[config.mk]
export PLATFORM = sky130hd
export DESIGN_NAME = itr_transition_top
export DESIGN_NICKNAME = d
export VERILOG_FILES = /design/src/core/itr_pkg.sv /design/src/core/itr_core_if.sv /design/src/core/itr_flag_filter.sv /design/src/core/itr_decide.sv /design/src/core/itr_transition_top.sv
export VERILOG_INCLUDE_DIRS = /design/src /design/src/core
export SDC_FILE = /design/constraint.sdc
export NUM_CORES = 2
export LEC_CHECK = 0
export BUFFER_PORTS_ARGS = -buffer_cell sky130_fd_sc_hd__buf_2
export CAP_MARGIN = 40
export CORE_MARGIN = 3
export CORE_UTILIZATION = 35
export CTS_CLUSTER_DIAMETER = 200
export DETAILED_ROUTE_END_ITERATION = 10
export SLEW_MARGIN = 5
export SYNTH_ARGS = -nofsm -noshare
export SYNTH_HDL_FRONTEND = slang
export SYNTH_SLANG_ARGS = --single-unit
[constraint.sdc]
create_clock -name mclk_i -period 5.1 [get_ports mclk_i]
set_input_delay 0.255 -clock mclk_i [delete_from_list [all_inputs] [get_ports mclk_i]]
set_output_delay 0.255 -clock mclk_i [all_outputs]
set_load 0.05 [all_outputs]
[src/core/itr_cfg.svh]
`ifndef ITR_CFG_SVH
`define ITR_CFG_SVH
// register byte offsets on the bus
`define ITR_OFF_CTRL      12'h000
`define ITR_OFF_STAT      12'h004
`define ITR_OFF_FLAGS     12'h008
`define ITR_ARR_REGION    5'h01
// wide register count and indices, entry at 0x080 + 8*index
`define ITR_NUM_WIDE      11
`define ITR_IDX_CODE_D    4'h0
`define ITR_IDX_STACK_D   4'h1
`define ITR_IDX_CTL_FLG   4'h2
`define ITR_IDX_IOB       4'h3
`define ITR_IDX_TSD       4'h4
`define ITR_IDX_PF_DIR    4'h5
`define ITR_IDX_DEF_CTL   4'h6
`define ITR_IDX_PT_BASE   4'h7
`define ITR_IDX_SP        4'h8
`define ITR_IDX_IP        4'h9
`define ITR_IDX_INTR      4'ha
// control word fields
`define ITR_CTRL_DI       0
`define ITR_CTRL_CPL      1
`define ITR_CTRL_MASK     32'h0000_0007
// legacy flags fields and reset
`define ITR_FLG_TF        8
`define ITR_FLG_IF        9
`define ITR_FLG_IOPL      12
`define ITR_FLG_AC        18
`define ITR_RST_FLAGS     32'h0000_0002
// transfer vectors and codes
`define ITR_VEC_INST      8'h00
`define ITR_VEC_GATE      8'h01
`define ITR_VEC_SYSF      8'h02
`define ITR_VEC_DIS       8'h10
`define ITR_VEC_EXT       8'h20
`define ITR_VEC_SWI       8'h21
`define ITR_VEC_FAULT     8'h22
`define ITR_VEC_TRAP      8'h23
`define ITR_VEC_MCHK      8'h24
`define ITR_CODE_CALL     2'h0
`define ITR_CODE_JMP      2'h1
`define ITR_CODE_TASK     2'h2
`define ITR_CODE_FLAGS    2'h2
`define ITR_CODE_SS       2'h3
// bus responses and control register numbers
`define ITR_RESP_OKAY     2'h0
`define ITR_RESP_SLVERR   2'h2
`define ITR_CR0           3'h0
`define ITR_CR2           3'h2
`define ITR_CR3           3'h3
`define ITR_CR4           3'h4
`endif

[src/core/itr_pkg.sv]
`default_nettype none
`include "itr_cfg.svh"
package itr_pkg;
  // which instruction set is executing
  typedef enum logic {ITR_NATIVE = 1'b0, ITR_LEGACY = 1'b1} itr_mode_type;
  // class of the retiring instruction
  typedef enum logic [2:0] {
    ITR_K_PLAIN = 3'b000, ITR_K_TO_LEGACY = 3'b001, ITR_K_PRIV = 3'b010, ITR_K_FLAGS = 3'b011,
    ITR_K_SS_LOAD = 3'b100, ITR_K_GATE_CALL = 3'b101, ITR_K_GATE_JMP = 3'b110, ITR_K_TASK = 3'b111
  } itr_kind_type;
  // whole state of the top module
  typedef struct packed {
    itr_mode_type                       mode;
    logic [31:0]                        ctrl;
    logic [31:0]                        flags;
    logic [`ITR_NUM_WIDE-1:0][63:0]     wide;
    logic                               aw_held;
    logic [11:0]                        aw_addr;
    logic                               w_held;
    logic [31:0]                        wdata;
    logic [3:0]                         wstrb;
    logic                               awready;
    logic                               wready;
    logic                               bvalid;
    logic [1:0]                         bresp;
    logic                               arready;
    logic                               rvalid;
    logic [31:0]                        rdata;
    logic [1:0]                         rresp;
    logic                               xfer;
    logic [7:0]                         vec;
    logic [1:0]                         code;
    logic                               nullify;
    logic                               cr_valid;
    logic [63:0]                        cr_data;
  } itr_state_type;
endpackage
`default_nettype wire

[src/core/itr_core_if.sv]
`timescale 1ns/1ps
`default_nettype none
// joins the top to its decision and flag filter units
interface itr_core_if;
  import itr_pkg::*;
  logic         instr_valid;   // an instruction retires at a boundary
  itr_kind_type kind;          // its class
  logic         di;            // transition disable
  itr_mode_type mode;          // current set
  logic         mchk, fault, trap, swint, ext_irq;
  logic         sys_change;    // filtered flags change a system bit
  logic         take;          // go to native handler
  logic [7:0]   vector;
  logic [1:0]   code;
  logic         nullify;
  logic         enter;         // switch to legacy set
  logic [31:0]  old_flags, new_flags, filtered;
  logic [1:0]   cpl;
  modport dec (input instr_valid, kind, di, mode, mchk, fault, trap, swint, ext_irq, sys_change,
               output take, vector, code, nullify, enter);
  modport flt (input old_flags, new_flags, cpl, output filtered, sys_change);
endinterface
`default_nettype wire

[src/core/itr_flag_filter.sv]
`timescale 1ns/1ps
`default_nettype none
`include "itr_cfg.svh"
module itr_flag_filter import itr_pkg::*; (
  itr_core_if.flt f
);
  logic perm_if;  // privilege may change interrupt enable
  logic perm_io;  // privilege may change io field
  // gate each protected flag by privilege, then spot system bit changes
  always_comb begin
    perm_if = (f.cpl <= f.old_flags[`ITR_FLG_IOPL +: 2]);
    perm_io = (f.cpl == 2'h0);
    f.filtered = f.new_flags;
    if (!perm_if) begin
      f.filtered[`ITR_FLG_IF] = f.old_flags[`ITR_FLG_IF];
    end
    if (!perm_io) begin
      f.filtered[`ITR_FLG_IOPL +: 2] = f.old_flags[`ITR_FLG_IOPL +: 2];
    end
    f.filtered[1] = 1'b1;
    // no permission means no change and no interception
    f.sys_change = (f.filtered[`ITR_FLG_IF] != f.old_flags[`ITR_FLG_IF]) ||
                   (f.filtered[`ITR_FLG_TF] != f.old_flags[`ITR_FLG_TF]) ||
                   (f.filtered[`ITR_FLG_AC] != f.old_flags[`ITR_FLG_AC]);
  end
endmodule // itr_flag_filter
`default_nettype wire

[src/core/itr_decide.sv]
`timescale 1ns/1ps
`default_nettype none
`include "itr_cfg.svh"
module itr_decide import itr_pkg::*; (
  itr_core_if.dec c
);
  logic leg_ret;  // legacy instruction retiring
  // prioritised choice of the next transfer
  always_comb begin
    leg_ret = c.instr_valid && (c.mode == ITR_LEGACY);
    c.take = 1'b0;
    c.vector = `ITR_VEC_INST;
    c.code = 2'h0;
    c.nullify = 1'b0;
    c.enter = 1'b0;
    if (c.mchk) begin
      c.take = 1'b1;
      c.vector = `ITR_VEC_MCHK;
    end else if (c.fault) begin
      c.take = 1'b1;
      c.vector = `ITR_VEC_FAULT;
    end else if (c.instr_valid && c.kind == ITR_K_TO_LEGACY && c.mode == ITR_NATIVE && c.di) begin
      c.take = 1'b1;
      c.nullify = 1'b1;
      c.vector = `ITR_VEC_DIS;
    end else if (c.trap || c.swint) begin
      c.take = 1'b1;
      c.vector = c.trap ? `ITR_VEC_TRAP : `ITR_VEC_SWI;
    end else if (leg_ret && c.kind == ITR_K_PRIV) begin
      c.take = 1'b1;
      c.vector = `ITR_VEC_INST;
    end else if (leg_ret && (c.kind == ITR_K_GATE_CALL || c.kind == ITR_K_GATE_JMP || c.kind == ITR_K_TASK)) begin
      c.take = 1'b1;
      c.vector = `ITR_VEC_GATE;
      c.code = (c.kind == ITR_K_GATE_CALL) ? `ITR_CODE_CALL :
               (c.kind == ITR_K_GATE_JMP) ? `ITR_CODE_JMP : `ITR_CODE_TASK;
    end else if (leg_ret && ((c.kind == ITR_K_FLAGS && c.sys_change) || c.kind == ITR_K_SS_LOAD)) begin
      c.take = 1'b1;
      c.vector = `ITR_VEC_SYSF;
      c.code = (c.kind == ITR_K_SS_LOAD) ? `ITR_CODE_SS : `ITR_CODE_FLAGS;
    end else if (c.ext_irq) begin
      c.take = 1'b1;
      c.vector = `ITR_VEC_EXT;
    end else if (c.instr_valid && c.kind == ITR_K_TO_LEGACY && c.mode == ITR_NATIVE) begin
      c.enter = 1'b1;
    end
  end
endmodule // itr_decide
`default_nettype wire

[src/core/itr_transition_top.sv]
// Decided for this implementation: the register addresses and the AXI4-Lite interface to the registers.
`timescale 1ns/1ps
`default_nettype none
`include "itr_cfg.svh"
module itr_transition_top import itr_pkg::*; (
  input  wire logic        mclk_i,
  input  wire logic        reset_n_i,
  // axi4-lite slave
  input  wire logic [11:0] s_axi_awaddr_i,
  input  wire logic        s_axi_awvalid_i,
  output var  logic        s_axi_awready_o,
  input  wire logic [31:0] s_axi_wdata_i,
  input  wire logic [3:0]  s_axi_wstrb_i,
  input  wire logic        s_axi_wvalid_i,
  output var  logic        s_axi_wready_o,
  output var  logic [1:0]  s_axi_bresp_o,
  output var  logic        s_axi_bvalid_o,
  input  wire logic        s_axi_bready_i,
  input  wire logic [11:0] s_axi_araddr_i,
  input  wire logic        s_axi_arvalid_i,
  output var  logic        s_axi_arready_o,
  output var  logic [31:0] s_axi_rdata_o,
  output var  logic [1:0]  s_axi_rresp_o,
  output var  logic        s_axi_rvalid_o,
  input  wire logic        s_axi_rready_i,
  // retiring instruction from the core
  input  wire logic        instr_valid_i,
  input  wire logic [2:0]  instr_kind_i,
  input  wire logic [31:0] flags_new_i,
  // events from the core and interrupt logic
  input  wire logic        mchk_i,
  input  wire logic        fault_i,
  input  wire logic        trap_i,
  input  wire logic        swint_i,
  input  wire logic        ext_irq_i,
  // legacy execution results
  input  wire logic        res_valid_i,
  input  wire logic [3:0]  res_sel_i,
  input  wire logic [63:0] res_data_i,
  // legacy control register reads
  input  wire logic        cr_rd_i,
  input  wire logic [2:0]  cr_num_i,
  output var  logic        cr_rd_valid_o,
  output var  logic [63:0] cr_rd_data_o,
  // transfer report
  output var  logic        legacy_mode_o,
  output var  logic        xfer_o,
  output var  logic [7:0]  xfer_vector_o,
  output var  logic [1:0]  xfer_code_o,
  output var  logic        nullify_o,
  // shared and legacy state to the core
  output var  logic [31:0] legacy_flags_o,
  output var  logic [63:0] default_control_register_o,
  output var  logic [63:0] page_table_base_o,
  output var  logic [63:0] io_port_base_o,
  output var  logic [63:0] task_state_desc_o
);
  itr_state_type q;          // registered state
  itr_state_type d;          // next state
  logic [32:0]   rd_w;       // read error and data
  logic          wr_fire;    // a bus write commits this cycle while no earlier response is held
  logic [63:0]   pf_dir_w;   // kernel register 2 view
  logic [63:0]   ctl_flags_w; // control flags view
  logic [1:0]    cpl_w;      // current privilege level
  logic          flg_commit; // legacy flags write completes

  itr_core_if u_if ();       // carrier to the units

  // unit inputs
  assign u_if.instr_valid = instr_valid_i;
  assign u_if.kind        = itr_kind_type'(instr_kind_i);
  assign u_if.di          = q.ctrl[`ITR_CTRL_DI];
  assign u_if.mode        = q.mode;
  assign u_if.mchk        = mchk_i;
  assign u_if.fault       = fault_i;
  assign u_if.trap        = trap_i;
  assign u_if.swint       = swint_i;
  assign u_if.ext_irq     = ext_irq_i;
  assign u_if.old_flags   = q.flags;
  assign u_if.new_flags   = flags_new_i;
  assign u_if.cpl         = cpl_w;
  assign cpl_w            = q.ctrl[`ITR_CTRL_CPL +: 2];
  assign pf_dir_w         = q.wide[`ITR_IDX_PF_DIR];
  assign ctl_flags_w      = q.wide[`ITR_IDX_CTL_FLG];

  // privilege filter on legacy flag writes
  itr_flag_filter u_flt (
    .f (u_if.flt)
  );

  // transfer decision
  itr_decide u_dec (
    .c (u_if.dec)
  );

  // byte-lane merge of a bus write
  function automatic logic [31:0] merge(input logic [31:0] o, input logic [31:0] n, input logic [3:0] s);
    logic [31:0] r;
    r = o;
    for (int b = 0; b < 4; b++) begin
      if (s[b]) begin
        r[b*8 +: 8] = n[b*8 +: 8];
      end
    end
    return r;
  endfunction

  // read decode, bit 32 flags an unmapped address
  function automatic logic [32:0] rd_word(input itr_state_type s, input logic [11:0] a);
    logic [3:0]  idx;
    logic [11:0] wa;
    logic [32:0] r;
    idx = a[6:3];
    wa  = {a[11:2], 2'b00};
    r   = {1'b1, 32'h0000_0000};
    if (wa == `ITR_OFF_CTRL) begin
      r = {1'b0, s.ctrl};
    end else if (wa == `ITR_OFF_STAT) begin
      // mode and last vector, read only
      r = {1'b0, 23'h00_0000, s.wide[`ITR_IDX_INTR][7:0], s.mode};
    end else if (wa == `ITR_OFF_FLAGS) begin
      r = {1'b0, s.flags};
    end else if (a[11:7] == `ITR_ARR_REGION && idx < 4'(`ITR_NUM_WIDE)) begin
      r = {1'b0, a[2] ? s.wide[idx][63:32] : s.wide[idx][31:0]};
    end
    return r;
  endfunction

  assign rd_w       = rd_word(q, s_axi_araddr_i);
  assign wr_fire    = d.bvalid && !q.bvalid;
  assign flg_commit = instr_valid_i && instr_kind_i == ITR_K_FLAGS && q.mode == ITR_LEGACY &&
                      !mchk_i && !fault_i;

  // next state: bus slave, then hardware updates which win over software
  always_comb begin
    logic [3:0] widx;
    widx = 4'h0;
    d = q;
    d.xfer = 1'b0;
    d.nullify = 1'b0;
    d.cr_valid = 1'b0;
    // write address and data, either order
    if (s_axi_awvalid_i && q.awready) begin
      d.aw_held = 1'b1;
      d.aw_addr = s_axi_awaddr_i;
    end
    if (s_axi_wvalid_i && q.wready) begin
      d.w_held = 1'b1;
      d.wdata = s_axi_wdata_i;
      d.wstrb = s_axi_wstrb_i;
    end
    if (q.bvalid && s_axi_bready_i) begin
      d.bvalid = 1'b0;
    end
    widx = d.aw_addr[6:3];
    // commit once both halves are in and no response is pending
    if (d.aw_held && d.w_held && !d.bvalid) begin
      d.aw_held = 1'b0;
      d.w_held = 1'b0;
      d.bvalid = 1'b1;
      d.bresp = `ITR_RESP_OKAY;
      if ({d.aw_addr[11:2], 2'b00} == `ITR_OFF_CTRL) begin
        // disable bit and privilege level
        d.ctrl = merge(q.ctrl, d.wdata, d.wstrb) & `ITR_CTRL_MASK;
      end else if ({d.aw_addr[11:2], 2'b00} == `ITR_OFF_FLAGS) begin
        d.flags = merge(q.flags, d.wdata, d.wstrb);
      end else if (d.aw_addr[11:7] == `ITR_ARR_REGION && widx < 4'(`ITR_NUM_WIDE)) begin
        if (widx == `ITR_IDX_CTL_FLG && cpl_w != 2'h0) begin
          d.bresp = `ITR_RESP_SLVERR;
        end else if (d.aw_addr[2]) begin
          d.wide[widx][63:32] = merge(q.wide[widx][63:32], d.wdata, d.wstrb);
        end else begin
          d.wide[widx][31:0] = merge(q.wide[widx][31:0], d.wdata, d.wstrb);
        end
      end else if ({d.aw_addr[11:2], 2'b00} != `ITR_OFF_STAT) begin
        d.bresp = `ITR_RESP_SLVERR;
      end
    end
    d.awready = !d.aw_held;
    d.wready = !d.w_held;
    // read channel
    if (q.rvalid && s_axi_rready_i) begin
      d.rvalid = 1'b0;
    end
    if (s_axi_arvalid_i && q.arready) begin
      d.rvalid = 1'b1;
      d.rdata = rd_w[31:0];
      d.rresp = rd_w[32] ? `ITR_RESP_SLVERR : `ITR_RESP_OKAY;
    end
    d.arready = !d.rvalid;
    // legacy results land in legacy state or shared pointers only
    if (res_valid_i) begin
      if (res_sel_i == `ITR_IDX_SP || res_sel_i == `ITR_IDX_IP) begin
        d.wide[res_sel_i] = res_data_i;
      end else if (q.mode == ITR_LEGACY && (res_sel_i == `ITR_IDX_CODE_D || res_sel_i == `ITR_IDX_STACK_D)) begin
        d.wide[res_sel_i] = res_data_i;
      end
      // any other selection is dropped, preserved state stays put
    end
    // filtered legacy flags write
    if (flg_commit) begin
      d.flags = u_if.filtered;
    end
    // legacy control register reads
    if (cr_rd_i) begin
      d.cr_valid = 1'b1;
      unique case (cr_num_i)
        `ITR_CR0, `ITR_CR4: d.cr_data = ctl_flags_w;
        `ITR_CR2, `ITR_CR3: d.cr_data = pf_dir_w;
        default: d.cr_data = 64'h0;
      endcase
    end
    // set switch
    if (u_if.take) begin
      d.mode = ITR_NATIVE;
      d.xfer = 1'b1;
      d.vec = u_if.vector;
      d.code = u_if.code;
      d.nullify = u_if.nullify;
      d.wide[`ITR_IDX_INTR] = {q.wide[`ITR_IDX_IP][31:0], u_if.code, 14'h0000, 8'h00, u_if.vector};
    end else if (u_if.enter) begin
      d.mode = ITR_LEGACY;
    end
  end

  // state register
  always_ff @(posedge mclk_i or negedge reset_n_i) begin
    if (!reset_n_i) begin
      q <= '0;
      q.flags <= `ITR_RST_FLAGS;
    end else begin
      q <= d;
    end
  end

  // outputs straight from the state
  assign s_axi_awready_o   = q.awready;
  assign s_axi_wready_o    = q.wready;
  assign s_axi_bvalid_o    = q.bvalid;
  assign s_axi_bresp_o     = q.bresp;
  assign s_axi_arready_o   = q.arready;
  assign s_axi_rvalid_o    = q.rvalid;
  assign s_axi_rdata_o     = q.rdata;
  assign s_axi_rresp_o     = q.rresp;
  assign cr_rd_valid_o     = q.cr_valid;
  assign cr_rd_data_o      = q.cr_data;
  assign legacy_mode_o     = q.mode;
  assign xfer_o            = q.xfer;
  assign xfer_vector_o     = q.vec;
  assign xfer_code_o       = q.code;
  assign nullify_o         = q.nullify;
  assign legacy_flags_o    = q.flags;
  assign default_control_register_o = q.wide[`ITR_IDX_DEF_CTL];
  assign page_table_base_o          = q.wide[`ITR_IDX_PT_BASE];
  assign io_port_base_o    = q.wide[`ITR_IDX_IOB];
  assign task_state_desc_o = q.wide[`ITR_IDX_TSD];

  // blocked entry stays native and nullifies
  a_di_blocks_entry: assert property (@(posedge mclk_i) disable iff (!reset_n_i)
    (instr_valid_i && instr_kind_i == ITR_K_TO_LEGACY && q.ctrl[`ITR_CTRL_DI] && !legacy_mode_o)
    |=> (!legacy_mode_o && nullify_o))
    else $error("entry taken while disabled");

  // blocked entry reports the disabled fault
  a_dis_fault_vec: assert property (@(posedge mclk_i) disable iff (!reset_n_i)
    (instr_valid_i && instr_kind_i == ITR_K_TO_LEGACY && q.ctrl[`ITR_CTRL_DI] && !legacy_mode_o &&
     !mchk_i && !fault_i)
    |=> (xfer_o && xfer_vector_o == `ITR_VEC_DIS))
    else $error("disabled fault missing");

  // privileged legacy instruction intercepts at its boundary
  a_priv_intercept: assert property (@(posedge mclk_i) disable iff (!reset_n_i)
    (legacy_mode_o && instr_valid_i && instr_kind_i == ITR_K_PRIV && !mchk_i && !fault_i && !trap_i &&
     !swint_i)
    |=> (xfer_o && xfer_vector_o == `ITR_VEC_INST && !legacy_mode_o))
    else $error("instruction interception missing");

  // gate call is reported with its code
  a_gate_call_code: assert property (@(posedge mclk_i) disable iff (!reset_n_i)
    (legacy_mode_o && instr_valid_i && instr_kind_i == ITR_K_GATE_CALL && !mchk_i && !fault_i &&
     !trap_i && !swint_i)
    |=> (xfer_vector_o == `ITR_VEC_GATE && xfer_code_o == `ITR_CODE_CALL) ##1 !xfer_o)
    else $error("gate interception wrong");

  // any event forces native whatever the disable bit
  a_event_to_native: assert property (@(posedge mclk_i) disable iff (!reset_n_i)
    (mchk_i || fault_i || trap_i || swint_i || ext_irq_i) |=> (xfer_o && !legacy_mode_o))
    else $error("event left legacy set running");

  // external interrupt vector independent of mode
  a_ext_irq_same: assert property (@(posedge mclk_i) disable iff (!reset_n_i)
    (ext_irq_i && !instr_valid_i && !mchk_i && !fault_i && !trap_i && !swint_i)
    |=> (xfer_vector_o == `ITR_VEC_EXT))
    else $error("external interrupt mishandled");

  // control flags frozen outside level zero
  a_legacy_control_flags_guard: assert property (@(posedge mclk_i) disable iff (!reset_n_i)
    (cpl_w != 2'h0 && $stable(cpl_w)) |=> $stable(ctl_flags_w))
    else $error("control flags written above level zero");

  // legacy results never reach the default control register
  a_dcr_untouched: assert property (@(posedge mclk_i) disable iff (!reset_n_i)
    (res_valid_i && res_sel_i == `ITR_IDX_DEF_CTL && !wr_fire) |=> $stable(default_control_register_o))
    else $error("preserved register altered");

  // io field protected from legacy writes above level zero
  a_iopl_guard: assert property (@(posedge mclk_i) disable iff (!reset_n_i)
    (flg_commit && cpl_w != 2'h0 && !wr_fire)
    |=> (legacy_flags_o[`ITR_FLG_IOPL +: 2] == $past(q.flags[`ITR_FLG_IOPL +: 2])))
    else $error("io field changed without privilege");

  // cr2 and cr3 read kernel register 2
  a_cr2_read_map: assert property (@(posedge mclk_i) disable iff (!reset_n_i)
    (cr_rd_i && (cr_num_i == `ITR_CR2 || cr_num_i == `ITR_CR3)) |=> (cr_rd_valid_o && cr_rd_data_o == $past(pf_dir_w)))
    else $error("cr2 cr3 read wrong");

  // cr0 and cr4 read the control flags
  a_cr0_read_map: assert property (@(posedge mclk_i) disable iff (!reset_n_i)
    (cr_rd_i && (cr_num_i == `ITR_CR0 || cr_num_i == `ITR_CR4)) |=> (cr_rd_data_o == $past(ctl_flags_w)))
    else $error("cr0 cr4 read wrong");

  // every transfer records its vector in the interruption state
  a_intr_state_rec: assert property (@(posedge mclk_i) disable iff (!reset_n_i)
    xfer_o |-> (q.wide[`ITR_IDX_INTR] ==
                {$past(q.wide[`ITR_IDX_IP][31:0]), xfer_code_o, 14'h0000, 8'h00, xfer_vector_o}))
    else $error("interruption state not recorded");
endmodule // itr_transition_top
`default_nettype wire

# After elaboration in Yosys (flattened, before gate mapping)
# Index checks and enable logic that the tools add are counted.
# W data, S select, Z words.
# word_totals
input_bits	181
output_inout_bits	407
register_bits	908
# classes
order_cmp	8
reduce_logical	60
bitwise	1
n_eq_ne	25
muxes	149
# ops
cell	n
$mux W704	7
$bwmux W704	3
$demux W64 S4	3
$mux W737	1
$mux W736	1
$mux W8	67
$bmux W64 S4	2
$mux W64	5
$mux W33	4
$mux W32	4
$pmux W64 S2	1
$mux W65	1
$mux W37	1
$mux W35	1
$mux W2	17
$mux W1	27
$logic_and A1 B1 Y1	25
$eq A10 B2 Y1 const B	2
$logic_not A10 Y1	2
$reduce_and A4 Y1	4
$reduce_bool A2 Y1	8
$eq A3 B3 Y1 const B	5
$lt A4 B5 Y1 const B	3
$mux W13	1
26 further kinds	48

# Depth between registers and ports, before layout
# logic_depth
word_depth	23
ltp_mapped	14
ltp_nobuf	11

# Modules after synthesis
# From an unflattened synthesis, not the netlist that was laid out.
# unflattened
cells_unflattened	5851
hier_area_um2	53378.7
# modules_own_cells
module	area_each_um2	cells_each	seq_area_each_um2	n_inst
itr_transition_top	52780.6	5769	22622.9	1
itr_flag_filter	355.3	46	0.0	1
itr_decide	242.7	36	0.0	1

# Worst setup path before layout
# OpenSTA, ideal clock, no wires.
# synth_timing
path_kind	flip-flop to flip-flop
start	register q (netlist bit s_axi_awready_o)
end	register q (netlist bit legacy_flags_o[12])
path_buffers	3
path_slack_ps	2276
arrival_ps	2699
path_stages_with_launch	11
t_required_ps	4975
synth_period_minus_slack_ps	2824
setup_ps	125
path_cell_list	dfrtp_1 -> buf_4 -> a21oi_1 -> or3_1 -> clkbuf_1 -> nor4_4 -> and2_1 -> buf_2 -> nand3_1 -> nand2_1 -> mux2_2
# synth_between
elab_chain_len	6
# synth_lines
element	line_no	rtl
start, declared	itr_transition_top.sv:58	itr_state_type q;
$logic_and A1 B1 Y1 (*)	itr_transition_top.sv:143	if (s_axi_awvalid_i && q.awready) begin
$mux W13 (*)	itr_transition_top.sv:143	
parallel branches: the longest is 3 deep, another holds $eq A10 B2 Y1	n/a	
$reduce_and A5 Y1 (no line) (*)	n/a	
# Every way passes the cells marked *.
# A chain may end at the register's enable or synchronous reset.

==> out/metrics.csv <==
stage;metric;value;unit
status;run_status;completed;
logic_synthesis;synth_adder_area_share;0.000467;
logic_synthesis;ys_seq_area_frac;0.420;
power;power.leakage;0.0270;uW
sta;final.period_utilization;0.793;
global_route;antenna_found_initial;38;
setup_path;arrival;4.67;ns
final_layout;final_cell_mix;nand2_1 (1035), dfrtp_1 (900), o21ai_0 (706), buf_2 (582), a21oi_1 (510);
logic_synthesis;ys_warn_count;0;
detailed_routing;wl_per_cell;31.1;microns
placed_design;gp_congestion;1.00;
clocking;clk_path_buf_depth;3;
sta;period_needed;4.04;ns
setup_path;required;5.73;ns
detailed_routing;antenna_left;0;
sta;finalMaxSlewViolations;0;
logic_synthesis;synth.distinct_cells;99;
setup_path;crit_path_start_kind;flip-flop;
logic_synthesis;async_reset_ff_frac;1.00;
floorplan;dieHeight;397;microns
detailed_routing;dr.pass1.iters;8;
final_layout;finalNonFillerCells;8356;
placed_design;hpwl;185000;microns
global_route;grt_use_total;0.319;
floorplan;ioPinCount;588;
clocking;cts_tree;done;
detailed_routing;drc;0;
logic_synthesis;syn_area_per_cell;8.86;sq um
sta;slew_headroom;0.316;
detailed_routing;drt_iter0_markers;6754;
logic_synthesis;synth.area.mux_share;0.101;
logic_synthesis;synthXorXnorAreaFrac;0.000490;
sta;fin_tns_setup;0;ns
sta;fmax;247;MHz
sta;tightest_slew;1.03;ns
final_layout;fin_area;61500;sq um
floorplan;dieArea;158000;sq um
power;p_per_area;489;nW/um^2
global_route;grt_max_degree;142;
logic_synthesis;syn_inst;6054;
setup_path;worstSetupPathType;flip-flop to flip-flop;
logic_synthesis;synthFlopType;dfrtp_1;
placed_design;place_inst;7977;
placed_design;place_area;56300;sq um
detailed_routing;vias;50881;
floorplan;rows;143;
clocking;h-tree-depth;3;
floorplan;floorplan.initialDensity;0.353;
detailed_routing;viasPerCell;6.09;
floorplan;coreArea;152000;sq um
setup_path;worstPathMaxFanout;28;
global_route;grt_pass1_vias;48010;
clocking;clkTransAtPathRegs;0.07;ns
global_route;grt_pass1_wl;365000;microns
detailed_routing;routed_wl;260000;microns
clocking;cts_made_buffers;102;
clocking;clock_sinks;901;
sta;rsz0062_at_grt;false;
worst_hold_path;hold_depth;4;
power;peakVddDrop;0.305;mV
setup_path;r2r_setup_slack;1.06;ns
final_layout;layout-drive-gt1-share;0.200;
logic_synthesis;synth-edff-count;0;
run;drv_cap;0;
final_layout;layout_commonest_cell;nand2_1;
final_layout;syn_to_final_growth;14.7;%
setup_path;reg2regPathDepth;8;
final_layout;fill_cells;15130;
worst_hold_path;hold_start;swint_i;
clocking;clk_latency;0.77;ns
logic_synthesis;synth_seq_cells;901;
sta;setup_viol;0;
setup_path;critPathCaptureType;flip-flop;
worst_hold_path;hold_path.class;input port to flip-flop;
worst_hold_path;holdPathEnd;xfer_vector_o[5];
clocking;postCtsSetupBuffers;0;
global_route;grt-ovfl-total;0;
floorplan;die_x;397;microns
clocking;cts.root.buffer_cell;clkbuf_16;
logic_synthesis;yosys.area_share.simple;0.148;
final_layout;fin_nets;6401;
logic_synthesis;synth_area;53600;sq um
logic_synthesis;synth_compound_area_frac;0.230;
placed_design;port_buffers;577;
setup_path;r2r_start;s_axi_awready_o;
logic_synthesis;synth_top_family_by_area;compound AO/OA/AOI/OAI gates;
sta;fin_skew;0.0443;ns
sta;finalHoldViolCount;0;
setup_path;r2r_end;q[838];
cell usage after synthesis (all sizes together) (101+ instances only):
| cell type | instances | area share |
|---|---|---|
| dfrtp | 900 | 0.42 |
| mux2i | 217 | 0.041 |
| mux4 | 132 | 0.055 |
| nor2 | 307 | 0.022 |
| nand3 | 133 | 0.013 |
| nand2 | 1055 | 0.074 |
| a21oi | 517 | 0.049 |
| buf | 581 | 0.074 |
| and3 | 101 | 0.012 |
| o21ai | 783 | 0.073 |
| clkbuf | 309 | 0.022 |
| a22oi | 117 | 0.016 |
final cells by class:
type,count,area [sq um],share of cell area
diodes,23,57.6,0.000936
clock buffers,136,2880,0.0469
clock inverters,53,574,0.00934
inverters,51,200,0.00326
multi-input cells,4216,26100,0.424
flip-flops and latches,901,22500,0.367
well taps,2030,2540,0.0413
repair buffers,946,6630,0.108
stage by stage:
step                hold slack (ns)  power [uW]  setup slack [ns]  utilization
finish                       0.0445       30100              1.06        0.404
global placement              0.316       21300              1.25        0.366
CTS                         0.00829       29600              1.11        0.404
detailed placement            0.318       21700              1.16        0.370
floorplan                   -0.0406       16800              2.28            -
global route                 0.0603       31000             0.845        0.404
where the power goes:
| group | internal [uW] | switching, uW |
|---|---|---|
| registers | 8150 | 1060 |
| clock network | 4390 | 3390 |
| logic | 3610 | 9470 |
what timing repair did:
action / CTS / global route
hold endpoints to repair: 427 / 2
resized for setup: 0 / 0
hold buffers: 161 / 1
cells by family after synthesis:
family | Yosys count
compound gates | 2017
mux | 374
xor+xnor | 3
buf+inv | 941
simple gates | 1815
other cells | 1
flops | 901
fa+ha+maj | 2
state kept, by name (all words and copies together), names as in the netlist, 2 cells and up:
signal                      count
task_state_desc_o              64
legacy_flags_o                 32
io_port_base_o                 64
s_axi_rdata_o                  32
pf_dir_w                       64
ctl_flags_w                    64
cpl_w                           2
cr_rd_data_o                   64
default_control_register_o     64
xfer_code_o                     2
q                             369
xfer_vector_o                   5
page_table_base_o              64
per-layer routing:
layer | track usage | up-vias | wire length [microns]
met2 | 0.454 | 3339 | 107000
met4 | 0.196 | 26 | 18700
met5 | 0 | - | 187
met1 | 0.404 | 25143 | 98700
li1 | - | 21697 | -
met3 | 0.128 | 676 | 35100
critical path: stages (launching register included):
cell and delay [ns]:
dfrtp_1 0.36, buf_4 0.24, nand2_2 0.36, a32o_1 0.54
nand3_1 0.44, nor2_2 0.55, mux2i_1 0.62, o32ai_1 0.19
dlygate4sd3_1 0.60
worst max-delay path by stage:
stage / slack [ns] / cells past startpoint / startpoint / endpoint
detailed placement: 1.16 / 10 / s_axi_awvalid_i / q[853]
global placement: 1.25 / 10 / s_axi_awvalid_i / io_port_base_o[32]
global route: 0.84 / 9 / s_axi_awready_o / legacy_flags_o[4]
CTS: 1.11 / 9 / s_axi_awready_o / legacy_flags_o[5]
finish: 1.06 / 8 / s_axi_awready_o / q[838]
floorplan: 2.28 / 10 / s_axi_awready_o / legacy_flags_o[12]
(Power assumes the default switching activity.)
